===== config.mk =====
export PLATFORM = sky130hd
export DESIGN_NAME = ecf_core
export DESIGN_NICKNAME = d
export VERILOG_FILES = /design/src/ecf_pkg.sv /design/src/ecf_counter.sv /design/src/ecf_core.sv
export SDC_FILE = /design/constraint.sdc
export NUM_CORES = 1
export LEC_CHECK = 0
export BUFFER_PORTS_ARGS = -buffer_cell sky130_fd_sc_hd__buf_2
export CORE_ASPECT_RATIO = 1.25
export CORE_UTILIZATION = 40
export CTS_BUF_LIST = sky130_fd_sc_hd__clkbuf_4
export DETAILED_ROUTE_END_ITERATION = 8
export GPL_TIMING_DRIVEN = 0
export SKIP_LAST_GASP = 1
export SYNTH_ARGS = -nofsm -noshare
export SYNTH_HDL_FRONTEND = slang
export SYNTH_SLANG_ARGS = --single-unit
export TNS_END_PERCENT = 10

===== constraint.sdc =====
create_clock -name i_clk -period 3.5 [get_ports i_clk]
set_input_delay 0.35 -clock i_clk [delete_from_list [all_inputs] [get_ports i_clk]]
set_output_delay 0.35 -clock i_clk [all_outputs]
set_load 0.01 [all_outputs]

===== src/ecf_pkg.sv =====
// Purpose: Shared constants and types for the CAN error-confinement block
// Assumes: One bit-time strobe per nominal CAN bit
// Notes: Counts are in CAN bit times unless the name says cycles
package ecf_pkg;
	localparam int ECF_CNT_W = 9;
	localparam logic [8:0] ECF_CNT_RESET = 9'h000;
	localparam logic [8:0] ECF_CNT_INC = 9'h008;
	localparam logic [8:0] ECF_CNT_DEC = 9'h001;
	localparam logic [8:0] ECF_WARN_LIMIT = 9'h060;
	localparam logic [8:0] ECF_PASSIVE_LIMIT = 9'h07F;
	localparam logic [8:0] ECF_BUSOFF_LIMIT = 9'h0FF;
	localparam logic [3:0] ECF_ACT_FLAG_BITS = 4'h6;
	localparam logic [3:0] ECF_PAS_FLAG_BITS = 4'h6;
	localparam logic [3:0] ECF_DELIM_BITS = 4'h7;
	localparam logic [3:0] ECF_SUSPEND_BITS = 4'h8;
	localparam logic [3:0] ECF_BUS_FREE_BITS = 4'hB;
	localparam logic [3:0] ECF_BITCNT_RESET = 4'h0;
	typedef enum logic [1:0] {ECF_ACTIVE, ECF_PASSIVE, ECF_BUSOFF} ecf_state_t;
	typedef enum logic [1:0] {ECF_FL_IDLE, ECF_FL_FLAG, ECF_FL_WAIT, ECF_FL_DELIM} ecf_flag_t;
endpackage


===== src/ecf_counter.sv =====
// Purpose: One saturating error counter
// Assumes: Strobes are one-cycle pulses qualified by the caller
// Notes: Clear beats increment, increment beats decrement
`timescale 1ns/1ps
`default_nettype none
module ecf_counter #(
	parameter int WIDTH = ecf_pkg::ECF_CNT_W
) (
	input wire logic i_clk,
	input wire logic i_resetn,
	input wire logic i_en,
	input wire logic i_clear,
	input wire logic i_inc,
	input wire logic i_dec,
	output logic [WIDTH-1:0] o_count
);
	import ecf_pkg::*;
	if (WIDTH < ECF_CNT_W) begin : g_width_check
		$error("ecf_counter: WIDTH too small");
	end
	localparam logic [WIDTH-1:0] MAXV = '1;
	localparam logic [WIDTH-1:0] INCV = WIDTH'(ECF_CNT_INC);
	localparam logic [WIDTH-1:0] DECV = WIDTH'(ECF_CNT_DEC);
	wire logic at_top = (o_count > (MAXV - INCV));
	wire logic at_zero = (o_count < DECV);
	wire logic [WIDTH-1:0] next_count = i_clear ? WIDTH'(ECF_CNT_RESET) :
		i_inc ? (at_top ? MAXV : o_count + INCV) :
		i_dec ? (at_zero ? WIDTH'(ECF_CNT_RESET) : o_count - DECV) :
		o_count;
	always_ff @(posedge i_clk or negedge i_resetn) begin
		if (!i_resetn) begin
			o_count <= WIDTH'(ECF_CNT_RESET);
		end else if (i_en) begin
			o_count <= next_count;
		end
	end
endmodule
`default_nettype wire


===== src/ecf_core.sv =====
// Purpose: CAN error confinement: fault states, error flags, suspend, start-up
// Assumes: Frame logic classifies errors and successes and strobes them once
// Notes: Bus level 1 is recessive, 0 dominant
`timescale 1ns/1ps
`default_nettype none
module ecf_core #(
	parameter int CNT_W = ecf_pkg::ECF_CNT_W
) (
	input wire logic i_clk,
	input wire logic i_resetn,
	input wire logic i_en,
	input wire logic i_bit_tick,
	input wire logic i_rx_bit,
	input wire logic i_err_detect,
	input wire logic i_foreign_flag,
	input wire logic i_tx_err,
	input wire logic i_tx_ack_err,
	input wire logic i_rx_err,
	input wire logic i_tx_ok,
	input wire logic i_rx_ok,
	input wire logic i_ack_slot,
	input wire logic i_tx_done,
	input wire logic i_reset_req,
	input wire logic i_cnt_clear,
	output logic o_tx_bit,
	output ecf_pkg::ecf_state_t o_state,
	output logic o_tx_allow,
	output logic o_rx_allow,
	output logic o_err_warn,
	output logic o_err_irq,
	output logic o_flag_busy,
	output logic [CNT_W-1:0] o_tec,
	output logic [CNT_W-1:0] o_rec
);
	import ecf_pkg::*;
	if (CNT_W < ECF_CNT_W) begin : g_width_check
		$error("ecf_core: CNT_W too small");
	end

	function automatic logic above(input logic [CNT_W-1:0] v, input logic [8:0] lim);
		above = (v > CNT_W'(lim));
	endfunction

	logic [CNT_W-1:0] tec;
	logic [CNT_W-1:0] rec;
	ecf_flag_t flag_st;
	logic flag_dom;
	logic [3:0] bit_cnt;
	logic last_rx;
	logic susp;
	logic [3:0] susp_cnt;
	logic synced;
	logic [3:0] sync_cnt;
	logic warn_q;
	logic busoff_seen_q;

	wire logic tick = i_en & i_bit_tick;
	wire logic busoff = (o_state == ECF_BUSOFF);
	wire logic passive = (o_state == ECF_PASSIVE);
	wire logic any_err = i_err_detect | i_foreign_flag;
	wire logic release_ok = !i_reset_req && (tec == '0) && (rec == '0);
	wire logic tx_inc = i_tx_err && !busoff && !(i_tx_ack_err && passive);
	wire logic rx_inc = i_rx_err && !busoff;
	wire logic tx_dec = i_tx_ok && !busoff;
	wire logic rx_dec = i_rx_ok && !busoff;
	wire logic cnt_clear = i_cnt_clear && busoff;

	ecf_counter #(.WIDTH(CNT_W)) u_tec (
		.i_clk(i_clk), .i_resetn(i_resetn), .i_en(i_en), .i_clear(cnt_clear),
		.i_inc(tx_inc), .i_dec(tx_dec), .o_count(tec)
	);
	ecf_counter #(.WIDTH(CNT_W)) u_rec (
		.i_clk(i_clk), .i_resetn(i_resetn), .i_en(i_en), .i_clear(cnt_clear),
		.i_inc(rx_inc), .i_dec(rx_dec), .o_count(rec)
	);

	// Fault state from counters, bus-off held until release
	wire logic enter_busoff = !busoff && above(tec, ECF_BUSOFF_LIMIT);
	wire logic leave_busoff = busoff && release_ok;
	wire logic go_passive = above(tec, ECF_PASSIVE_LIMIT) || above(rec, ECF_PASSIVE_LIMIT);
	wire ecf_state_t next_state = enter_busoff ? ECF_BUSOFF :
		(busoff && !release_ok) ? ECF_BUSOFF :
		go_passive ? ECF_PASSIVE : ECF_ACTIVE;

	// Error flag sequencer
	wire logic flag_start = tick && any_err && !busoff &&
		(flag_st == ECF_FL_IDLE || (flag_st == ECF_FL_DELIM && !i_rx_bit));
	wire logic [3:0] next_run = (i_rx_bit == last_rx) ? bit_cnt + 4'h1 : 4'h1;
	wire logic act_done = flag_dom && (bit_cnt == ECF_ACT_FLAG_BITS - 4'h1);
	wire logic pas_done = !flag_dom && (next_run == ECF_PAS_FLAG_BITS);
	ecf_flag_t next_flag;
	logic [3:0] next_bit_cnt;
	always_comb begin
		next_flag = flag_st;
		next_bit_cnt = bit_cnt;
		if (flag_start) begin
			next_flag = ECF_FL_FLAG;
			next_bit_cnt = ECF_BITCNT_RESET;
		end else if (tick) begin
			unique case (flag_st)
				ECF_FL_IDLE: begin
					next_bit_cnt = ECF_BITCNT_RESET;
				end
				ECF_FL_FLAG: begin
					if (act_done || pas_done) begin
						next_flag = ECF_FL_WAIT;
						next_bit_cnt = ECF_BITCNT_RESET;
					end else begin
						next_bit_cnt = flag_dom ? bit_cnt + 4'h1 : next_run;
					end
				end
				ECF_FL_WAIT: begin
					if (i_rx_bit) begin
						next_flag = ECF_FL_DELIM;
						next_bit_cnt = ECF_BITCNT_RESET;
					end
				end
				ECF_FL_DELIM: begin
					if (bit_cnt == ECF_DELIM_BITS - 4'h1) begin
						next_flag = ECF_FL_IDLE;
					end else begin
						next_bit_cnt = bit_cnt + 4'h1;
					end
				end
			endcase
		end
	end

	// Suspend transmission and bus-free sync
	wire logic susp_start = i_en && i_tx_done && passive;
	wire logic susp_end = tick && (!i_rx_bit || susp_cnt == ECF_SUSPEND_BITS - 4'h1);
	wire logic sync_hit = tick && i_rx_bit && (sync_cnt == ECF_BUS_FREE_BITS - 4'h1);
	wire logic [3:0] next_sync_cnt = !tick ? sync_cnt :
		(!i_rx_bit || synced) ? ECF_BITCNT_RESET : sync_cnt + 4'h1;

	wire logic warn_now = above(tec, ECF_WARN_LIMIT) || above(rec, ECF_WARN_LIMIT);
	wire logic recover = busoff_seen_q && sync_hit;
	wire logic next_irq = (warn_now && !warn_q) || enter_busoff || recover;
	wire ecf_flag_t flag_nx_eff = next_flag;
	wire logic next_dom_flag = flag_start ? (o_state == ECF_ACTIVE) : flag_dom;
	wire logic ack_drive = i_ack_slot && !busoff;
	wire logic next_tx_bit = !((flag_nx_eff == ECF_FL_FLAG && next_dom_flag) || ack_drive);
	wire logic next_synced = leave_busoff ? 1'b0 : (synced || sync_hit);
	wire logic next_susp = susp_start ? 1'b1 : (susp_end ? 1'b0 : susp);
	wire logic next_tx_allow = next_synced && !susp_start && !next_susp &&
		(next_state != ECF_BUSOFF) && (next_flag == ECF_FL_IDLE);

	always_ff @(posedge i_clk or negedge i_resetn) begin
		if (!i_resetn) begin
			o_state <= ECF_ACTIVE;
			flag_st <= ECF_FL_IDLE;
			flag_dom <= 1'b0;
			bit_cnt <= ECF_BITCNT_RESET;
			last_rx <= 1'b1;
			susp <= 1'b0;
			susp_cnt <= ECF_BITCNT_RESET;
			synced <= 1'b0;
			sync_cnt <= ECF_BITCNT_RESET;
			warn_q <= 1'b0;
			busoff_seen_q <= 1'b0;
			o_tx_bit <= 1'b1;
			o_tx_allow <= 1'b0;
			o_rx_allow <= 1'b0;
			o_err_warn <= 1'b0;
			o_err_irq <= 1'b0;
			o_flag_busy <= 1'b0;
		end else if (i_en) begin
			o_state <= next_state;
			flag_st <= next_flag;
			flag_dom <= next_dom_flag;
			bit_cnt <= next_bit_cnt;
			last_rx <= tick ? i_rx_bit : last_rx;
			susp <= next_susp;
			susp_cnt <= (susp_start || !tick) ? (susp_start ? ECF_BITCNT_RESET : susp_cnt) :
				susp_cnt + 4'h1;
			synced <= next_synced;
			sync_cnt <= leave_busoff ? ECF_BITCNT_RESET : next_sync_cnt;
			warn_q <= warn_now;
			busoff_seen_q <= leave_busoff ? 1'b1 : (recover ? 1'b0 : busoff_seen_q);
			o_tx_bit <= next_tx_bit;
			o_tx_allow <= next_tx_allow;
			o_rx_allow <= (next_state != ECF_BUSOFF) && (next_flag == ECF_FL_IDLE);
			o_err_warn <= warn_now;
			o_err_irq <= next_irq;
			o_flag_busy <= (next_flag != ECF_FL_IDLE);
		end
	end
	assign o_tec = tec;
	assign o_rec = rec;
endmodule
`default_nettype wire


# Word-level counts from Yosys, hierarchy flattened
# Cells that the tools add are included.
[op_classes]
addsub = 7
n_lt_le_gt_ge = 9
eq_ne = 16
mux = 38
bitwise_logic = 2
reduce_logical = 72
[ops]
columns = ["operator", "count"]
rows = [
  ["two-way mux 9 bit", 10],
  ["two-way mux 4 bit", 12],
  ["greater-than comparator 9 x 7 -> 1 bit, second input constant", 4],
  ["logical AND 1 bit", 32],
  ["adder 9 x 4 -> 9 bit, second input constant", 2],
  ["greater-than comparator 9 bit, second input constant", 2],
  ["logical NOT 9 bit", 2],
  ["less-than comparator 9 x 1 -> 1 bit, second input constant", 2],
  ["subtractor 9 x 1 -> 9 bit, second input constant", 2],
  ["equality test 4 x 3 -> 1 bit, second input constant", 4],
  ["case mux 4 bit (4 select lines)", 1],
  ["two-way mux 2 bit", 7],
  ["adder 4 x 1 -> 4 bit, second input constant", 3],
  ["AND reduction 2 bit", 6],
  ["logical NOT 1 bit", 11],
  ["logical OR 1 bit", 11],
  ["greater-than comparator 9 x 8 -> 1 bit, second input constant", 1],
  ["nonzero test 2 bit", 4],
  ["two-way mux 1 bit", 7],
  ["equality test 2 x 1 -> 1 bit, second input constant", 3],
  ["equality test 2 bit, second input constant", 3],
  ["logical NOT 2 bit", 3],
  ["!= test 3 bit, second input constant", 2],
  ["case mux 2 bit (3 select lines)", 1],
  ["7 further kinds", 9],
]
[word_totals]
ff_bits = 45
inputBits = 16
output_inout_bits = 26
wordCells = 162

# Logic depth before layout (Yosys ltp)
# Gate-level depths: netlist of the first run.
[logic_depth]
depth_word = 13
depth_mapped = 9
mapped_depth_nobuf = 7

# Cells and area by module
# From an unflattened synthesis of the first run, not the netlist that was laid out.
[hier_totals]
cells_unflattened = 381
area_unflattened_um2 = 3435.8
[by_module_without_submodules]
columns = ["module", "n_inst", "cells_each", "area_each_um2", "seq_area_each_um2"]
rows = [
  ["ecf_counter", 2, 99, 888.4, 225.2],
  ["ecf_core", 1, 183, 1659.1, 678.2],
]

# Worst setup path before layout of the first run
# OpenSTA, ideal clock, no wires.
[synth_timing]
kind = "reg-to-reg"
from = "reg u_rec.o_count[3]"
to = "reg u_rec.o_count[3]"
setup_ns = 0.118
arrival_time_ns = 2.094
required_ns = 3.382
slack_ns = 1.288
path_stages_with_launch = 10
n_path_buf = 2
period_less_slack_ns = 2.212
cell_sequence = "dfrtp_1 > buf_6 > inv_1 > ha_1 > or4b_1 > clkbuf_2 > or4_4 > a21oi_2 > a211oi_1 > a21o_1"
[synth_via]
elab_chain_cells = 5
word_cells_on_any_way = 9
cone_classes = "add/sub (2); order compare (2); mux (5)"
[synth_lines]
columns = ["element", "line_no", "text"]
rows = [
  ["from (decl)", "ecf_counter.sv:15", "output logic [WIDTH-1:0] o_count"],
  ["from (signal assigned)", "ecf_counter.sv:32", "o_count <= WIDTH'(ECF_CNT_RESET);"],
  ["from (signal assigned)", "ecf_counter.sv:34", "o_count <= next_count;"],
  ["subtractor 9 x 1 -> 9 bit or less-than comparator 9 x 1 -> 1 bit (tied branches)", "ecf_counter.sv:28, ecf_counter.sv:25", ""],
  ["two-way mux 9 bit (2 in series)", "ecf_counter.sv:28", "i_dec ? (at_zero ? WIDTH'(ECF_CNT_RESET) : o_count - DECV) :"],
  ["two-way mux 9 bit (*)", "ecf_counter.sv:27", "i_inc ? (at_top ? MAXV : o_count + INCV) :"],
  ["two-way mux 9 bit (*)", "ecf_counter.sv:26", "wire logic [WIDTH-1:0] next_count = i_clear ? WIDTH'(ECF_CNT_RESET) :"],
]
# Every way passes the cells marked *; elsewhere a longest branch is shown, timed or not. The select of a mux whose other input is x is not followed.
# A chain may end at the register's enable or synchronous reset.

# Worst setup path after layout of the first run
[layout_timing]
from = "reg u_tec.o_count[4]"
to = "reg u_tec.o_count[4]"
[layout_via]
elab_chain_cells = 5
word_cells_on_any_way = 9
cone_classes = "add/sub (2); order compare (2); mux (5)"
[layout_lines]
columns = ["element", "line_no"]
rows = [
  ["from (decl)", "ecf_counter.sv:15"],
  ["from (signal assigned)", "ecf_counter.sv:32"],
  ["from (signal assigned)", "ecf_counter.sv:34"],
  ["subtractor 9 x 1 -> 9 bit or less-than comparator 9 x 1 -> 1 bit (tied branches)", "ecf_counter.sv:28, ecf_counter.sv:25"],
  ["two-way mux 9 bit (2 in series)", "ecf_counter.sv:28"],
  ["two-way mux 9 bit (*)", "ecf_counter.sv:27"],
  ["two-way mux 9 bit (*)", "ecf_counter.sv:26"],
]
# Marks and branches as above.

==> flow_metrics.env, run 1 <==
export IMPL_status="completed"
export IMPL_core_area_um2=7928
export IMPL_synth_top_area_share_pct=32.36
export IMPL_max_stage_delay_ns=0.51
export IMPL_routed_via_density=5.968
export IMPL_r2r_cells=8
export IMPL_clockBufferDepth=2
export IMPL_htree_levels=2
export IMPL_start_kind="flop"
export IMPL_critPathKind="reg2reg"
export IMPL_p_leak_nw=1.682
export IMPL_drt_iter0_drc=173
export IMPL_crit_slowest_cell="nor3b_1"
export IMPL_yosysTopAreaCell="dfrtp_1"
export IMPL_yosysWarnings=0
export IMPL_vias=3133
export IMPL_setup_tns_ns=0
export IMPL_io_buffers=40
export IMPL_root_buffer="clkbuf_4"
export IMPL_synthArstFlopShare_pct=100.0
export IMPL_final_area_um2=3724
export IMPL_hpwl_um=6468
export IMPL_die_h_um=103.9
export IMPL_gp_congestion=0.8810
export IMPL_n_antenna_cell=0
export IMPL_worst_ep_arrival_time_ns=2.68
export IMPL_grt_max_degree=46
export IMPL_cp_cell_sequence="clkbuf_1 > inv_1 > ha_1 > nor3b_1 > and3_1 > o21ai_0 > a31oi_1 > o22ai_1"
export IMPL_clock_sinks=45
export IMPL_start_util_pct=41.95
export IMPL_clkTransAtPathRegs_ns=0.14
export IMPL_worst_ep_required_time_ns=3.78
export IMPL_num_io_pins=42
export IMPL_r2r_start="u_tec.o_count[4]"
export IMPL_cts_tree="done"
export IMPL_cts_resized_gates=0
export IMPL_ir_drop_uv=398.2
export IMPL_grt_use_total_pct=21.77
export IMPL_syn_to_final_growth_pct=11.96
export IMPL_synth_area_leaders="dfrtp_1 (32%), ha_1 (6.8%), o21ai_0 (3.8%)"
export IMPL_synth_edf_count=0
export IMPL_syn_area_um2=3326
export IMPL_syn_nets=416
export IMPL_post_cts_setup_buffers=0
export IMPL_slew_limit_headroom_pct=29.49
export IMPL_worst_slew_pin_slew_ns=1.058
export IMPL_final_nets=463
export IMPL_die_area_um2=8685
export IMPL_syn_inst=382
export IMPL_holdBufCountCts=0
export IMPL_first_pass_iters=4
export IMPL_r2r_end="u_tec.o_count[4]"
export IMPL_finClkSkew_ns=0.01017
export IMPL_drv_cap=0
export IMPL_grt_pass1_vias=3048
export IMPL_hold_path_class="in2async"
export IMPL_rows=36
export IMPL_synth_distinct_cells=73
export IMPL_grt_pass1_wl_um=15440
export IMPL_rsz0062_at_grt="false"
export IMPL_overflow=0
export IMPL_yosys_register_bits=45
export IMPL_fillers=794
export IMPL_fin_crit_ns=2.399
export IMPL_antenna_found_initial=0
export IMPL_synth_seq_area_share_pct=33.94
export IMPL_fmaxAchievable_mhz=416.8
export IMPL_dpl_instance_area_um2=3645
export IMPL_avgSynthCellArea_um2=8.706
export IMPL_drc=0
export IMPL_power_density_nw_per_um2=804.9
export IMPL_clk_latency_ns=0.38
export IMPL_routed_wl_um=8980
export IMPL_setup_viol=0
export IMPL_timing_final_crit_share_pct=68.56
export IMPL_yosysMostFrequentCell="dfrtp_1"
export IMPL_chipWidth_um=83.56
export IMPL_cts_buffers=5
export IMPL_ys_top_cells_by_count="dfrtp_1 (43), nor2_1 (29), nand2_1 (27), o21ai_0 (25)"
export IMPL_drive_gt1_share_pct=15.81
export IMPL_synth_flop_cell="dfrtp_1"
export IMPL_worstPathMaxFanout=9
export IMPL_finalHoldViolCount=0
export IMPL_slew_viol_final=0
export IMPL_timing_hold_ws_ns=0.1416
export IMPL_r2r_slack_ns=1.10
export IMPL_post_drt_wl_per_cell_um=17.10
export IMPL_postRouteAntennaNets=0
export IMPL_end_kind="flop"
[per-layer routing]
metal	GRT usage [%]	wire [µm]
met5	0	0
met4	6.659	102
met3	2.857	341
met2	36.83	4465
met1	28.89	4071
[state kept, by name, summed over array words and instances, names as in the netlist, 2 cells and up]
signal,count
u_tec.o_count,9
sync_cnt,4
u_rec.o_count,9
flag_st,2
o_state,2
bit_cnt,4
susp_cnt,4
[how the worst max path moves through the flow]
stage                     start               end  slack, ns
2_1_floorplan  u_rec.o_count[3]  u_rec.o_count[3]       1.29
6_report       u_tec.o_count[4]  u_tec.o_count[4]       1.10
5_1_grt              o_state[0]  u_rec.o_count[1]       0.92
3_3_place_gp   u_rec.o_count[0]        o_state[1]       1.19
3_5_place_dp   u_tec.o_count[4]  u_tec.o_count[4]       1.16
4_1_cts        u_tec.o_count[4]  u_tec.o_count[4]       1.12
[critical path, delay by kind of cell (launching register included)]
kind,cells,cell delay [ns]
AND/OR/NAND/NOR,2,0.85
adder cells (fa/ha/maj),1,0.19
buffers and inverters,2,0.39
AO/OA/AOI/OAI,3,0.44
flip-flops,1,0.44
[kinds of logic after synthesis]
| group | Yosys count | share of synthesized area [%] |
|---|---|---|
| fa+ha+maj | 18 | 6.772 |
| flops | 45 | 33.94 |
| compound gates | 126 | 27.09 |
| xor+xnor | 7 | 1.844 |
| mux | 5 | 1.580 |
| buf+inv | 44 | 5.643 |
| simple gates | 137 | 23.14 |
[through the flow]
step                util, %  setup WS, ns  power, mW  instances
floorplan                 -         1.288      2.144        382
global placement      45.98         1.194      2.630        517
detailed placement    45.98         1.156      2.647        517
CTS                   46.97         1.124      3.003        525
global route          46.97        0.9152      3.273        525
finish                46.97         1.101      2.997        525
[area by class of cell]
type	count	area, µm²	area share (%)
Multi-Input combinational cell	293	2009	53.97
Sequential cell	45	1129	30.31
Timing Repair Buffer	40	200.2	5.376
Tap cell	95	118.9	3.192
Buffer	25	116.4	3.125
Inverter	19	71.32	1.915
Clock buffer	6	45.04	1.210
Clock inverter	2	33.78	0.9073
[cells in the final DEF, fill, tap and decap left out, drive strengths merged, types with 3 or more instances in the layout]
master / count
nor3b: 3
nor2b: 5
and3: 7
nand2b: 6
nand3: 11
a2bb2oi: 4
a21oi: 20
o21ai: 26
o221ai: 4
o31ai: 7
nand4b: 4
o22ai: 5
a21o: 10
a211oi: 4
and2: 5
mux2i: 3
inv: 19
or4b: 5
nor3: 12
xnor2: 4
nand2: 27
nor2: 30
o2bb2ai: 4
nor4: 3
clkbuf: 23
dfrtp: 43
or4: 3
xor2: 3
a31oi: 3
a221oi: 4
a311oi: 3
buf: 48
nand4: 4
o211ai: 7
ha: 18
[where the power goes]
group / switching, mW / internal [mW] / total, mW
clock: 0.187 / 0.157 / 0.344
combinational: 1.03 / 0.711 / 1.74
sequential: 0.208 / 0.702 / 0.910
Note: power is estimated with default switching activity, not from simulation.
==> run 2: changes to the inputs <==
--- a/config.mk
+++ b/config.mk
@@ -5,6 +5,7 @@
 export SDC_FILE = /design/constraint.sdc
 export NUM_CORES = 1
 export LEC_CHECK = 0
+export ABC_AREA = 1
 export BUFFER_PORTS_ARGS = -buffer_cell sky130_fd_sc_hd__buf_2
 export CORE_ASPECT_RATIO = 1.25
 export CORE_UTILIZATION = 40
==> constraint.sdc (replaced) <==
create_clock -name i_clk -period 2.1 [get_ports i_clk]
set_input_delay 0.21 -clock i_clk [delete_from_list [all_inputs] [get_ports i_clk]]
set_output_delay 0.21 -clock i_clk [all_outputs]
set_load 0.01 [all_outputs]
==> flow_metrics.env, run 2 <==
export IMPL_wl_met1_um=3351
export IMPL_start_util_pct=41.63
export IMPL_highest_layer="met4"
export IMPL_syn_inst=435
export IMPL_gp_congestion=0.8982
export IMPL_postRouteAntennaNets=0
export IMPL_finalHoldViolCount=10
export IMPL_p_seq_share_pct=35.5
export IMPL_worst_ep_arrival_time_ns=2.23
export IMPL_die_area_um2=8525
export IMPL_syn_to_final_growth_pct=11.77
export IMPL_first_pass_iters=4
export IMPL_ir_drop_uv=610.9
export IMPL_power_switching_mw=2.187
export IMPL_syn_area_um2=3263
export IMPL_antenna_found_initial=0
export IMPL_dpl_cell_count=571
export IMPL_slew_limit_headroom_pct=30.44
export IMPL_start_kind="flop"
export IMPL_vias=3025
export IMPL_setup_viol=0
export IMPL_grt_pass1_vias=2936
export IMPL_die_h_um=103.0
export IMPL_hold_path_class="in2async"
export IMPL_layout_common_cells="nand2_1 (91), inv_1 (57), nor2_1 (48)"
export IMPL_timing_final_crit_share_pct=90.47
export IMPL_drive_gt1_share_pct=18.39
export IMPL_ys_top_cells_by_count="nand2_1 (91), inv_1 (57), nor2_1 (48), dfrtp_1 (43), o21ai_0 (36)"
export IMPL_timing_hold_ws_ns=-0.03870
export IMPL_slew_viol_final=0
export IMPL_fin_cells=579
export IMPL_overflow=0
export IMPL_hpwl_um=6013
export IMPL_synth_seq_area_share_pct=34.59
export IMPL_status="finished with violations"
export IMPL_clockBufferDepth=2
export IMPL_root_buffer="clkbuf_4"
export IMPL_num_io_pins=42
export IMPL_fillers=820
export IMPL_syn_nets=469
export IMPL_cts_buffers=5
export IMPL_power_density_nw_per_um2=1199
export IMPL_drt_iter0_drc=129
export IMPL_yosysWarnings=0
export IMPL_finClkSkew_ns=0.01380
export IMPL_yosys_register_bits=45
export IMPL_io_buffers=41
export IMPL_n_antenna_cell=0
export IMPL_worst_slew_pin_slew_ns=1.043
export IMPL_clkPwrFrac_pct=10.4
export IMPL_grt_max_degree=46
export IMPL_post_cts_setup_buffers=0
export IMPL_yosysTopAreaCell="dfrtp_1"
export IMPL_p_comb_share_pct=54.1
export IMPL_fin_crit_ns=1.900
export IMPL_met3_length_um=321
export IMPL_fmaxAchievable_mhz=526.4
export IMPL_grt_use_total_pct=20.55
export IMPL_post_drt_wl_per_cell_um=13.59
export IMPL_synth_top_area_share_pct=32.98
export IMPL_p_leak_nw=1.841
export IMPL_total_power_mw=4.375
export IMPL_drv_cap=0
export IMPL_clkTransAtPathRegs_ns=0.15
export IMPL_core_area_um2=7838
export IMPL_htree_levels=2
export IMPL_grt_pass1_wl_um=13390
export IMPL_rsz0062_at_grt="false"
export IMPL_synth_distinct_cells=45
export IMPL_synth_area_leaders="dfrtp_1 (33%), nand2_1 (10%), ha_1 (6.9%)"
export IMPL_setup_tns_ns=0
export IMPL_p_sw_share_pct=50.00
export IMPL_avgSynthCellArea_um2=7.501
export IMPL_routed_wl_um=7868
export IMPL_end_kind="flop"
export IMPL_worstPathMaxFanout=8
export IMPL_synth_flop_cell="dfrtp_1"
export IMPL_final_common_cell="nand2_1"
export IMPL_worst_ep_required_time_ns=2.43
export IMPL_reg_largest_list="u_rec.o_count x9, u_tec.o_count x9"
export IMPL_p_int_mw=2.187
export IMPL_clk_latency_ns=0.38
export IMPL_final_nets=517
export IMPL_drc=0
export IMPL_synth_edf_count=0
export IMPL_cts_tree="done"
export IMPL_critPathKind="reg2reg"
export IMPL_clock_sinks=45
export IMPL_routed_via_density=5.225
export IMPL_yosysMostFrequentCell="nand2_1"
export IMPL_chipWidth_um=82.79
export IMPL_violations="hold timing"
export IMPL_synthArstFlopShare_pct=100.0
export IMPL_met2_wirelength_um=4100
export IMPL_rows=36
[run 2: cell type report]
cell class	instances	area [µm²]	area share, %
Clock inverter	3	21.27	0.5832
Buffer	5	30.03	0.8233
Multi-Input combinational cell	322	1863	51.08
Clock buffer	5	37.54	1.029
Tap cell	95	118.9	3.259
Inverter	63	241.5	6.621
Sequential cell	45	1130	30.98
Timing Repair Buffer	41	205.2	5.626
[run 2: through the flow]
stage	area (µm²)	utilization [%]	setup slack, ns
after global routing	3647	46.54	0.02042
after floorplan	3263	-	0.4394
after detailed placement	3587	45.77	0.2155
final	3647	46.54	0.2002
after global placement	3587	45.77	0.2109
after CTS	3646	46.52	0.1924
[run 2: final timing paths]
kind,from,slack [ns],to,cells past startpoint
hold / removal,i_resetn,-0.04,u_tec.o_count[3],1
setup / recovery,bit_cnt[0],0.20,o_flag_busy,13
setup reg to reg,bit_cnt[0],0.20,o_flag_busy,13
min in group i_clk,i_ack_slot,0.05,o_tx_bit,4
hold reg to reg,susp_cnt[3],0.48,susp_cnt[3],1
max in group asynchronous,i_resetn,1.46,u_tec.o_count[3],1
[run 2: logic make-up (layout without fill, tap and decap cells)]
group / after synthesis / in the layout / synth area share [%]
and+or+nand+nor: 204 / 204 / 29.14
AOI/OAI and AO/OA: 80 / 80 / 15.68
buffers and inverters: 68 / 117 / 8.321
DFF: 45 / 45 / 34.59
xor gates and xnor gates: 20 / 20 / 5.368
adders and majority gates: 18 / 18 / 6.902
[run 2: per-layer routing]
| layer | GRT usage (%) | vias up |
|---|---|---|
| met3 | 3.186 | 5 |
| met2 | 36.44 | 61 |
| met4 | 7.692 | 0 |
| met5 | 0 | - |
| li1 | - | 1524 |
| met1 | 24.60 | 1435 |
[run 2: critical path, stage by stage (launching register included)]
cell,delay [ns]
dfrtp_1,0.50
inv_1,0.10
ha_1,0.32
nor2_1,0.11
nand2_1,0.06
nor2_2,0.12
nand3_2,0.10
nand2_1,0.11
nand2_1,0.06
nand2_1,0.06
nand2_1,0.10
nand3_2,0.11
nand2_1,0.06
nand2_1,0.06
[run 2: timing repair]
action	4_1_cts	5_1_grt
setup endpoints to repair	0	1
resized for setup	0	1
hold buffers	0	0
[run 2: power by group through the flow]
stage	clock network [mW]	registers [mW]	logic [mW]
4_1_cts	0.477	1.55	2.39
3_3_place_gp	0	1.55	2.33
6_report	0.455	1.55	2.37
5_1_grt	0.508	1.61	2.71
3_5_place_dp	0	1.57	2.37
2_1_floorplan	0	1.57	1.66
